File: src/pkg/mad_cfg.svh
`ifndef MAD_CFG_SVH
`define MAD_CFG_SVH

// byte lane patterns, lane 3 down to lane 0, active low
`define MAD_LANES_BYTE0   4'he
`define MAD_LANES_BYTE1   4'hd
`define MAD_LANES_BYTE2   4'hb
`define MAD_LANES_BYTE3   4'h7
`define MAD_LANES_INT_LO  4'hc
`define MAD_LANES_INT_HI  4'h3
`define MAD_LANES_FLOAT   4'h0
`define MAD_LANES_NONE    4'hf

// region boundaries (byte addresses)
`define MAD_BANK0_TOP     16'hdfff
`define MAD_BANK1_BASE    16'he000
`define MAD_RESET_ADDR    16'h0000
`define MAD_ROM_LO_TOP    16'h07ff
`define MAD_RAM1_TOP      16'h0fff
`define MAD_ROM_HI_TOP    16'he7ff
`define MAD_RAM_HI_BASE   16'hf000
`define MAD_RAM_HI1_BASE  16'hf800

// on-chip sizes in 32-bit words
`define MAD_ROM_WORDS     512
`define MAD_RAM_WORDS     1024
`define MAD_WADDR_W       14

`endif

File: src/pkg/mad_pkg.sv
package mad_pkg;

  typedef enum logic [1:0] {
    MAD_DT_BYTE  = 2'h0,
    MAD_DT_HALF  = 2'h1,
    MAD_DT_FLOAT = 2'h2
  } mad_dtype_type;

  typedef enum logic [1:0] {
    MAD_SRC_PC     = 2'h0,
    MAD_SRC_PTR    = 2'h1,
    MAD_SRC_DIRECT = 2'h2
  } mad_source_type;

  typedef enum logic [3:0] {
    MAD_TGT_NONE = 4'h1,
    MAD_TGT_ROM  = 4'h2,
    MAD_TGT_RAM  = 4'h4,
    MAD_TGT_EXT  = 4'h8
  } mad_target_type;

  typedef struct packed {
    logic           valid;
    mad_dtype_type  dtype;
    mad_source_type source;
    logic [15:0]    pc_addr;
    logic [15:0]    ptr_addr;
    logic [15:0]    direct_addr;
  } mad_request_type;

  typedef struct packed {
    logic        valid;
    logic [13:0] word_addr;
    logic [3:0]  byte_lane_select_n;
    logic        rom_en;
    logic        ram_en;
    logic        ext_en;
    logic        bank;
    logic        align_error;
    logic        same_bank;
  } mad_result_type;

endpackage

File: src/design/mad_decoder.sv
// Summary of operation
// float addresses multiple of four, word fully split
// integer addresses multiple of two
// byte 3 most significant, byte 0 least
// halfword is bytes 1,0 or 3,2
// lane select patterns per data type
// lanes from data type and two address LSBs
// 14-bit word address selects one word
// below 0xe000 bank 0, above bank 1
// first fetch after reset at address zero
// map modes 0 and 1 region table
// map modes 2 and 3 region table
// 64K bytes with external, 6K without; the on-chip map gives 6K bytes (2K ROM, 4K RAM) in every mode
// without external port, external regions unavailable
// only bank 0 expands off-chip, half rate
// alternating banks give full throughput
// unmapped address: no lanes, no enables
`timescale 1ns/10ps
`include "mad_cfg.svh"

module mad_decoder #(
  parameter bit HAS_EXT_PORT = 1'b1
) (
  // clock and reset
  input  wire logic                     clk_sys,
  input  wire logic                     rst_n,
  // map mode straps
  input  wire logic                     map_mode_pin_low,
  input  wire logic                     map_mode_pin_high,
  // access request
  input  wire mad_pkg::mad_request_type req,
  // decoded access
  output mad_pkg::mad_result_type       res,
  output logic [15:0]                   fetch_addr
);

  // ------------------------------------------------------------
  // strap synchroniser, three stages
  // ------------------------------------------------------------
  logic [1:0] mode_s1_reg;
  logic [1:0] mode_s2_reg;
  logic [1:0] mode_s3_reg;
  logic [1:0] mode_reg;

  always_ff @(posedge clk_sys) begin
    if (!rst_n) begin
      mode_s1_reg <= 2'h0;
      mode_s2_reg <= 2'h0;
      mode_s3_reg <= 2'h0;
    end else begin
      mode_s1_reg <= {map_mode_pin_high, map_mode_pin_low};
      mode_s2_reg <= mode_s1_reg;
      mode_s3_reg <= mode_s2_reg;
    end
  end

  always_ff @(posedge clk_sys) begin
    if (!rst_n) begin
      mode_reg <= 2'h0;
    end else if (mode_s2_reg == mode_s3_reg) begin
      mode_reg <= mode_s3_reg;
    end
  end

  // ------------------------------------------------------------
  // helpers
  // ------------------------------------------------------------
  // lane pattern for a data type and the two address LSBs
  function automatic logic [3:0] lanes_of(mad_pkg::mad_dtype_type dt,
                                          logic [1:0] lsb);
    logic [3:0] l;
    l = `MAD_LANES_NONE;
    unique case (dt)
      mad_pkg::MAD_DT_BYTE: begin
        unique case (lsb)
          2'h0: l = `MAD_LANES_BYTE0;
          2'h1: l = `MAD_LANES_BYTE1;
          2'h2: l = `MAD_LANES_BYTE2;
          2'h3: l = `MAD_LANES_BYTE3;
        endcase
      end
      mad_pkg::MAD_DT_HALF: begin
        if (lsb == 2'h0) begin
          l = `MAD_LANES_INT_LO;
        end else if (lsb == 2'h2) begin
          l = `MAD_LANES_INT_HI;
        end
      end
      mad_pkg::MAD_DT_FLOAT: begin
        if (lsb == 2'h0) begin
          l = `MAD_LANES_FLOAT;
        end
      end
      default: l = `MAD_LANES_NONE;
    endcase
    return l;
  endfunction

  // misaligned access check
  function automatic logic misaligned(mad_pkg::mad_dtype_type dt,
                                      logic [1:0] lsb);
    logic m;
    m = 1'b0;
    if (dt == mad_pkg::MAD_DT_HALF) begin
      m = lsb[0];
    end else if (dt == mad_pkg::MAD_DT_FLOAT) begin
      m = (lsb != 2'h0);
    end
    return m;
  endfunction

  // bank of a byte address: the top 8K bytes form bank 1
  function automatic logic bank_of(logic [15:0] a);
    return (a >= `MAD_BANK1_BASE);
  endfunction

  // region lookup for the selected map mode
  function automatic mad_pkg::mad_target_type region(logic [1:0] mode,
                                                     logic [15:0] a);
    mad_pkg::mad_target_type t;
    t = mad_pkg::MAD_TGT_NONE;
    unique case (mode)
      2'h0: begin
        if (a <= `MAD_ROM_LO_TOP) t = mad_pkg::MAD_TGT_ROM;
        else if (a <= `MAD_BANK0_TOP) t = mad_pkg::MAD_TGT_EXT;
        else if (a >= `MAD_RAM_HI_BASE) t = mad_pkg::MAD_TGT_RAM;
      end
      2'h1: begin
        if (a <= `MAD_ROM_LO_TOP) t = mad_pkg::MAD_TGT_ROM;
        else if (a <= `MAD_RAM1_TOP) t = mad_pkg::MAD_TGT_RAM;
        else if (a <= `MAD_BANK0_TOP) t = mad_pkg::MAD_TGT_EXT;
        else if (a >= `MAD_RAM_HI1_BASE) t = mad_pkg::MAD_TGT_RAM;
      end
      2'h2: begin
        if (a <= `MAD_BANK0_TOP) t = mad_pkg::MAD_TGT_EXT;
        else if (a <= `MAD_ROM_HI_TOP) t = mad_pkg::MAD_TGT_ROM;
        else if (a >= `MAD_RAM_HI_BASE) t = mad_pkg::MAD_TGT_RAM;
      end
      2'h3: begin
        if (a <= `MAD_ROM_LO_TOP) t = mad_pkg::MAD_TGT_RAM;
        else if (a <= `MAD_BANK0_TOP) t = mad_pkg::MAD_TGT_EXT;
        else if (a <= `MAD_ROM_HI_TOP) t = mad_pkg::MAD_TGT_ROM;
        else if (a >= `MAD_RAM_HI1_BASE) t = mad_pkg::MAD_TGT_RAM;
      end
    endcase
    // external regions exist only with the port; bank 1 never off-chip
    if (t == mad_pkg::MAD_TGT_EXT &&
        (!HAS_EXT_PORT || a > `MAD_BANK0_TOP)) begin
      t = mad_pkg::MAD_TGT_NONE;
    end
    return t;
  endfunction

  // ------------------------------------------------------------
  // address source selection
  // ------------------------------------------------------------
  logic [15:0]             addr;
  mad_pkg::mad_target_type tgt;
  logic                    bad;
  logic [3:0]              lanes;

  always_comb begin
    unique case (req.source)
      mad_pkg::MAD_SRC_PC:     addr = req.pc_addr;
      mad_pkg::MAD_SRC_PTR:    addr = req.ptr_addr;
      mad_pkg::MAD_SRC_DIRECT: addr = req.direct_addr;
      default:                 addr = req.direct_addr;
    endcase
  end

  always_comb begin
    tgt   = region(mode_reg, addr);
    bad   = misaligned(req.dtype, addr[1:0]);
    lanes = lanes_of(req.dtype, addr[1:0]);
    if (tgt == mad_pkg::MAD_TGT_NONE || bad) begin
      lanes = `MAD_LANES_NONE;
    end
  end

  // ------------------------------------------------------------
  // registered result
  // ------------------------------------------------------------
  localparam int WADDR_W = `MAD_WADDR_W;

  logic               ok;
  logic               acc_bank;
  logic               valid_reg;
  logic [WADDR_W-1:0] word_addr_reg;
  logic               bank_reg;
  logic [3:0]         lanes_reg;
  logic               rom_en_reg;
  logic               ram_en_reg;
  logic               ext_en_reg;
  logic               align_error_reg;
  logic               last_bank_reg;
  logic               have_last_reg;
  logic               same_bank_reg;
  logic [15:0]        fetch_addr_reg;

  // an access is served only when requested and aligned
  always_comb begin
    ok       = req.valid && !bad;
    acc_bank = bank_of(addr);
  end

  // ------------------------------------------------------------
  // address path
  // ------------------------------------------------------------
  // word address and bank follow addr even when nothing is requested
  always_ff @(posedge clk_sys) begin
    if (!rst_n) begin
      valid_reg     <= 1'b0;
      word_addr_reg <= '0;
      bank_reg      <= 1'b0;
    end else begin
      valid_reg     <= req.valid;
      word_addr_reg <= addr[15:2];
      bank_reg      <= acc_bank;
    end
  end

  // ------------------------------------------------------------
  // lane selects
  // ------------------------------------------------------------
  // lanes idle high while no access is requested
  always_ff @(posedge clk_sys) begin
    if (!rst_n) begin
      lanes_reg <= `MAD_LANES_NONE;
    end else if (req.valid) begin
      lanes_reg <= lanes;
    end else begin
      lanes_reg <= `MAD_LANES_NONE;
    end
  end

  // ------------------------------------------------------------
  // memory enables
  // ------------------------------------------------------------
  // at most one enable per access, none for a refused one
  always_ff @(posedge clk_sys) begin
    if (!rst_n) begin
      rom_en_reg <= 1'b0;
      ram_en_reg <= 1'b0;
      ext_en_reg <= 1'b0;
    end else begin
      rom_en_reg <= ok && tgt == mad_pkg::MAD_TGT_ROM;
      ram_en_reg <= ok && tgt == mad_pkg::MAD_TGT_RAM;
      ext_en_reg <= ok && tgt == mad_pkg::MAD_TGT_EXT;
    end
  end

  // ------------------------------------------------------------
  // alignment flag
  // ------------------------------------------------------------
  always_ff @(posedge clk_sys) begin
    if (!rst_n) begin
      align_error_reg <= 1'b0;
    end else begin
      align_error_reg <= req.valid && bad;
    end
  end

  // ------------------------------------------------------------
  // bank history
  // ------------------------------------------------------------
  // remembers the bank of the last requested access
  always_ff @(posedge clk_sys) begin
    if (!rst_n) begin
      last_bank_reg <= 1'b0;
      have_last_reg <= 1'b0;
    end else if (req.valid) begin
      last_bank_reg <= acc_bank;
      have_last_reg <= 1'b1;
    end
  end

  // flags a request to the same bank as the last requested access, even after idle cycles, which halves throughput
  always_ff @(posedge clk_sys) begin
    if (!rst_n) begin
      same_bank_reg <= 1'b0;
    end else begin
      same_bank_reg <= req.valid && have_last_reg &&
                       last_bank_reg == acc_bank;
    end
  end

  // ------------------------------------------------------------
  // result bundle
  // ------------------------------------------------------------
  // every field comes straight from its register
  assign res = '{
    valid:              valid_reg,
    word_addr:          word_addr_reg,
    byte_lane_select_n: lanes_reg,
    rom_en:             rom_en_reg,
    ram_en:             ram_en_reg,
    ext_en:             ext_en_reg,
    bank:               bank_reg,
    align_error:        align_error_reg,
    same_bank:          same_bank_reg
  };

  // ------------------------------------------------------------
  // reset fetch address
  // ------------------------------------------------------------
  always_ff @(posedge clk_sys) begin
    if (!rst_n) begin
      fetch_addr_reg <= `MAD_RESET_ADDR;
    end else if (req.valid && req.source == mad_pkg::MAD_SRC_PC) begin
      fetch_addr_reg <= req.pc_addr;
    end
  end

  assign fetch_addr = fetch_addr_reg;

endmodule

File: config.mk
export PLATFORM = sky130hd
export DESIGN_NAME = mad_decoder
export DESIGN_NICKNAME = d
export VERILOG_FILES = /design/src/pkg/mad_pkg.sv /design/src/design/mad_decoder.sv
export VERILOG_INCLUDE_DIRS = /design/src /design/src/pkg
export SDC_FILE = /design/constraint.sdc
export NUM_CORES = 1
export LEC_CHECK = 0
export ABC_AREA = 1
export BUFFER_PORTS_ARGS = -buffer_cell sky130_fd_sc_hd__buf_2
export CELL_PAD_IN_SITES_DETAIL_PLACEMENT = 2
export CELL_PAD_IN_SITES_GLOBAL_PLACEMENT = 2
export CORE_ASPECT_RATIO = 0.8
export CORE_MARGIN = 2
export CORE_UTILIZATION = 26
export DETAILED_ROUTE_END_ITERATION = 10
export GPL_ROUTABILITY_DRIVEN = 0
export PLACE_DENSITY_LB_ADDON = 0.2
export SYNTH_ARGS = -nofsm -noshare
export SYNTH_HDL_FRONTEND = slang
export SYNTH_SLANG_ARGS = --single-unit
File: constraint.sdc
create_clock -name clk_sys -period 1.4 [get_ports clk_sys]
set_input_delay 0.07 -clock clk_sys [delete_from_list [all_inputs] [get_ports clk_sys]]
set_output_delay 0.07 -clock clk_sys [all_outputs]
set_load 0.01 [all_outputs]
After elaboration in Yosys (flattened, before gate mapping)
Index checks and enable logic that the tools add are counted.
{"block": "classes", "order_cmp": 8, "div_mod_pow": 0, "bitwise_logic": 2, "muxes": 22, "reduce_logical": 17, "eq_ne": 16, "shifts": 0, "n_addsub": 0, "multipliers": 0}
{"operator": "4-bit two-way mux", "count": 13}
{"operator": "16-bit greater-or-equal comparator (second input constant)", "count": 3}
{"operator": "16-bit less-or-equal comparator (second input constant)", "count": 2}
{"operator": "16-bit one-hot mux with 2 select lines", "count": 1}
{"operator": "4-bit one-hot mux with 4 select lines", "count": 2}
{"operator": "16-bit greater-than comparator (second input constant)", "count": 1}
{"operator": "16-bit by 11-bit less-or-equal comparator with 1-bit output (second input constant)", "count": 1}
{"operator": "16-bit by 12-bit less-or-equal comparator with 1-bit output (second input constant)", "count": 1}
{"operator": "4-bit one-hot mux with 3 select lines", "count": 1}
{"operator": "2-bit == test (second input constant)", "count": 5}
{"operator": "1-bit logical AND", "count": 9}
{"operator": "3-bit two-way mux", "count": 3}
{"operator": "2-bit by 1-bit == test with 1-bit output (second input constant)", "count": 4}
{"operator": "4-bit == test (second input constant)", "count": 2}
{"operator": "2-bit logical NOT", "count": 4}
{"operator": "4-bit by 1-bit == test with 1-bit output (second input constant)", "count": 1}
{"operator": "4-bit by 2-bit == test with 1-bit output (second input constant)", "count": 1}
{"operator": "4-bit by 3-bit == test with 1-bit output (second input constant)", "count": 1}
{"operator": "3-bit OR reduction", "count": 1}
{"operator": "2-bit == test", "count": 1}
{"operator": "1-bit two-way mux", "count": 2}
{"operator": "1-bit NOT", "count": 2}
{"operator": "2-bit nonzero test", "count": 1}
{"operator": "1-bit == test", "count": 1}
{"operator": "2 further kinds", "count": 2}
{"block": "totals", "register_bits": 51, "latch_bits": 0, "mem_bits_ro": 0, "n_memories": 0, "mem_bits_rw": 0, "in_bits": 57}

Logic depth before layout (Yosys ltp)
{"block": "depth", "ltp_word": 14, "ltp_mapped": 14, "ltp_nobuf": 12}

Worst setup path after synthesis
Ideal clock, no wire load.
{"block": "synth_timing", "kind": "input to register", "from": "input port req[49] in the netlist's numbering", "to": "register lanes_reg[0]", "required_time_ns": 1.278, "path_slack_ns": 0.181, "arrival_time_ns": 1.097, "cell_stages": 12, "cell_sequence": "buf_6 nor2_8 buf_8 nand2_4 nand3_4 nand2_4 nor2_8 nand4_2 nand2_2 nor2_2 nand2_2 nand3_1"}
{"block": "synth_between", "elab_chain_len": 14, "elab_cells_between_ends": 40, "cone_classes": "order compare: 7; eq/ne: 6; mux: 21; reduce/logical: 6"}
{"element": "from (decl)", "line": "mad_decoder.sv:31", "text": "input wire mad_pkg::mad_request_type req,"}
{"element": "2-bit by 1-bit == test with 1-bit output / 2-bit logical NOT (equally long branches)", "line": "mad_decoder.sv:163", "text": "unique case (req.source)"}
{"element": "16-bit one-hot mux with 2 select lines *", "line": "mad_decoder.sv:163"}
{"element": "16-bit greater-or-equal comparator (no line)"}
{"element": "3-bit two-way mux", "line": "mad_decoder.sv:132, mad_decoder.sv:143"}
{"element": "4-bit two-way mux, on equally long branches", "line": "mad_decoder.sv:142, mad_decoder.sv:131"}
{"element": "4-bit two-way mux, on equally long branches", "line": "mad_decoder.sv:141, mad_decoder.sv:130"}
{"element": "4-bit two-way mux, on equally long branches", "line": "mad_decoder.sv:140, mad_decoder.sv:129"}
{"element": "4-bit one-hot mux with 4 select lines", "line": "mad_decoder.sv:122", "text": "unique case (mode)"}
{"element": "4-bit == test", "line": "mad_decoder.sv:147", "text": "if (t == mad_pkg::MAD_TGT_EXT &&"}
{"element": "1-bit logical AND", "line": "mad_decoder.sv:147"}
{"element": "4-bit two-way mux", "line": "mad_decoder.sv:147"}
{"element": "4-bit by 1-bit == test with 1-bit output", "line": "mad_decoder.sv:175", "text": "if (tgt == mad_pkg::MAD_TGT_NONE || bad) begin"}
{"element": "1-bit logical OR", "line": "mad_decoder.sv:175"}
{"element": "3-bit OR reduction (no line)"}
{"element": "to (signal assigned)", "line": "mad_decoder.sv:228", "text": "lanes_reg <= `MAD_LANES_NONE;"}
{"element": "to (signal assigned)", "line": "mad_decoder.sv:230", "text": "lanes_reg <= lanes;"}
{"element": "to (signal assigned)", "line": "mad_decoder.sv:232", "text": "lanes_reg <= `MAD_LANES_NONE;"}
{"element": "to (decl)", "line": "mad_decoder.sv:190", "text": "logic [3:0] lanes_reg;"}
Every way passes the cells marked *; elsewhere a longest branch is shown, timed or not.
A chain may end at the register's enable or synchronous reset.

Final worst setup path
{"block": "layout_timing", "from": "register mode_reg[1]", "to": "register lanes_reg[2]"}
{"block": "layout_between", "elab_chain_len": 8, "elab_cells_between_ends": 11, "cone_classes": "eq/ne: 5; mux: 2; reduce/logical: 4"}
{"element": "from (decl)", "line": "mad_decoder.sv:43", "text": "logic [1:0] mode_reg;"}
{"element": "from (signal assigned)", "line": "mad_decoder.sv:61", "text": "mode_reg <= mode_s3_reg;"}
{"element": "2-bit == test, or another cell as far along", "line": "mad_decoder.sv:122"}
{"element": "4-bit one-hot mux with 4 select lines *", "line": "mad_decoder.sv:122"}
{"element": "4-bit == test", "line": "mad_decoder.sv:147"}
{"element": "1-bit logical AND", "line": "mad_decoder.sv:147"}
{"element": "4-bit two-way mux *", "line": "mad_decoder.sv:147"}
{"element": "4-bit by 1-bit == test with 1-bit output *", "line": "mad_decoder.sv:175"}
{"element": "1-bit logical OR *", "line": "mad_decoder.sv:175"}
{"element": "3-bit OR reduction (no line) *"}
Marks and branches as above.

==> run_results.csv <==
group,metric,value,unit
place,place_inst,529,
cells_and_area,largest_register_ffs,16,
cells_and_area,post-route-cell-area,3230,sq um
timing,rsz0062_at_grt,"no",
clock_network,tritoncts,"done",
clock_network,clockBufferDepth,2,
route,dr.pass1.iters,3,
synth,synthFlopType,"dfxtp_1",
synth,ys_warn_count,0,
cells_and_area,nNetsFinal,480,
worst_setup_path,worstSetupPathType,"flop to flop",
synth,synth_cell_type_count,35,
floorplan,rows,31,
clock_network,insertion_delay,0.28,ns
place,postPlaceCellArea,3060,sq um
worst_setup_path,r2r-start,"mode_reg[1]$_SDFFE_PN0N_",
synth,yosysTopAreaCellShare,42.2,%
timing,setup_viol,0,
synth,synth.avg_cell_area,7.65,sq um
pwr,p_leak,0.00178,uW
worst_setup_path,worst_setup_path_start_kind,"flop",
worst_setup_path,crit_path_end_kind,"flop",
place,hpwl,6.56,mm
floorplan,start_util,26.8,%
clock_network,cts-root-buf,"clkbuf_16",
route,antenna_left,0,
cells_and_area,drive_above_1_share,38.4,%
grt,grtUsageTotal,16.5,%
route,vias,2390,
route,drt_iter0_markers,54,
pwr,p_total,3440,uW
timing,period_needed,1.23,ns
worst_setup_path,crit_path_max_fanout,4,
route,drcViolationCount,0,
clock_network,postCtsSetupRepairBufs,0,
clock_network,cts_inserted_buffers,5,
cells_and_area,area_growth,33.7,%
timing,max-slew-margin-rel,71.1,%
clock_network,clkSinkCount,51,
synth,synth-seq-cells,51,
floorplan,die_height,90.3,um
run,cap_violations,0,
cells_and_area,fillers,1084,
clock_network,htree_levels,2,
route,routed_via_density,4.43,
place,port_buffers,97,
cells_and_area,final_cells,539,
grt,grt-ovfl-total,0,
floorplan,core_area,9040,sq um
grt,grt_pass1_wl,13.3,mm
grt,grt_pass1_vias,2600,
worst_setup_path,arrival,1.40,ns
timing,worst_pin_slew,0.432,ns
timing,period_share,87.7,%
pwr,vdd_drop_max,0.527,mV
timing,fin_skew,0.00378,ns
synth,yosysTopAreaCell,"dfxtp_1",
pwr,powerDensity,1060,nW/um^2
synth,synthTopCellsByArea,"dfxtp_1 (42%), nand2_1 (13%), inv_1 (6.4%), nand3_1 (5.6%), a21oi_1 (4.3%)",
synth,syn-cell-area,2420,sq um
min_path,hold_path_class,"input pin to flop",
synth,yosysMostFrequentCell,"nand2_1",
synth,yosysSeqAreaShare,42.2,%
floorplan,die-width,112,um
run_status,status,"completed",
timing,finalHoldViolations,0,
worst_setup_path,required,1.57,ns
synth,async_flop_share,0,%
timing,timing.final.max_slew_violations,0,
grt,grt_max_degree,20,
cells_and_area,num_antenna_cells,0,
synth,postSynthCellCount,316,
route,wire_per_inst,14.8,um
synth,synth-edff-count,0,
grt,antenna_found_initial,0,
min_path,hold_start,"req[41]",
timing,fmax,0.814,GHz
clock_network,clk_pin_slew,0.07,ns
floorplan,io_pins,98,
route,drt-total-wl,7.98,mm
synth,synth_fp_nets,373,
floorplan,die-area,10100,sq um
synth,ys_top_cells_by_count,"nand2_1 (84), dfxtp_1 (51), inv_1 (41), nand3_1 (27), a21oi_1 (21)",
worst_setup_path,worstSetupStartpoint,"mode_reg[1]$_SDFFE_PN0N_",
==> critical path, cell delays in order (launching register included) <==
cell	delay, ns
dfxtp_1	0.34
inv_2	0.05
nor2_1	0.10
o21ai_0	0.16
a21oi_2	0.22
nor2_2	0.06
nand2_2	0.10
nand3_1	0.08
==> cells in the final DEF, fill, tap and decap left out, drive strengths merged <==
master	instances
xor2	2
buf	118
dfxtp	51
o21ba	1
nand3	33
dlygate4sd3	2
or2	1
nor3	1
o22ai	1
nand2	92
clkbuf	8
a22oi	4
nor2	22
clkinv	2
nand4	1
a211oi	1
a21oi	23
inv	47
nor3b	1
o21ai	11
nand3b	2
==> stage by stage <==
stage               setup WS [ns]  hold slack (ns)  TNS, ns  util, %
floorplan                   0.181            0.160        0        -
global placement          -0.0286            0.256  -0.0874     33.8
detailed placement         -0.150            0.263   -0.658     33.8
CTS                         0.127           0.0374        0     35.8
global route               0.0113           0.0466        0     35.8
finish                      0.172           0.0368        0     35.8
==> power by group <==
group          leakage, uW  switching (uW)  internal (uW)  total (uW)
Sequential        0.000419            24.9           1520        1550
Combinational      0.00128             361            249         609
Clock            0.0000772             522            762        1280
==> cells by family after synthesis <==
group                  synth area share (%)
AND/OR/NAND/NOR                        33.3
buffers and inverters                  14.0
flip-flops                             42.2
AO/OA/AOI/OAI                          9.73
XOR/XNOR                              0.724
==> final timing paths <==
check                               end  slack (ns)  cells past startpoint
min reg2reg   mode_s2_reg[1]$_SDFF_PN0_        0.42                      2
max             lanes_reg[2]$_SDFF_PP1_        0.17                      7
max reg2reg     lanes_reg[2]$_SDFF_PP1_        0.17                      7
min          fetch_addr[9]$_SDFFE_PN0P_        0.04                      3
==> layer usage <==
layer	vias to the layer above	share of wire (%)	GRT usage, %
met2	55	47	27.2
met3	8	4.7	4.16
met1	1138	47	21.9
li1	1189	-	-
met4	0	1.2	3.40
met5	-	0	0
==> final cells by class <==
cell class | count | area (sq um) | area share (%)
clock buffers | 8 | 156 | 4.84
inverters | 49 | 190 | 5.88
multi-input cells | 196 | 1060 | 32.7
flip-flops and latches | 51 | 1020 | 31.6
well taps | 115 | 144 | 4.45
repair buffers | 120 | 663 | 20.5
==> repair_timing <==
item                                    in CTS  in global routing
hold buffers                                 2                  0
endpoints found under the setup margin       0                  4
resized for setup                            0                  2
endpoints found under the hold margin        2                  0
Power figures use the tool's default switching activity.
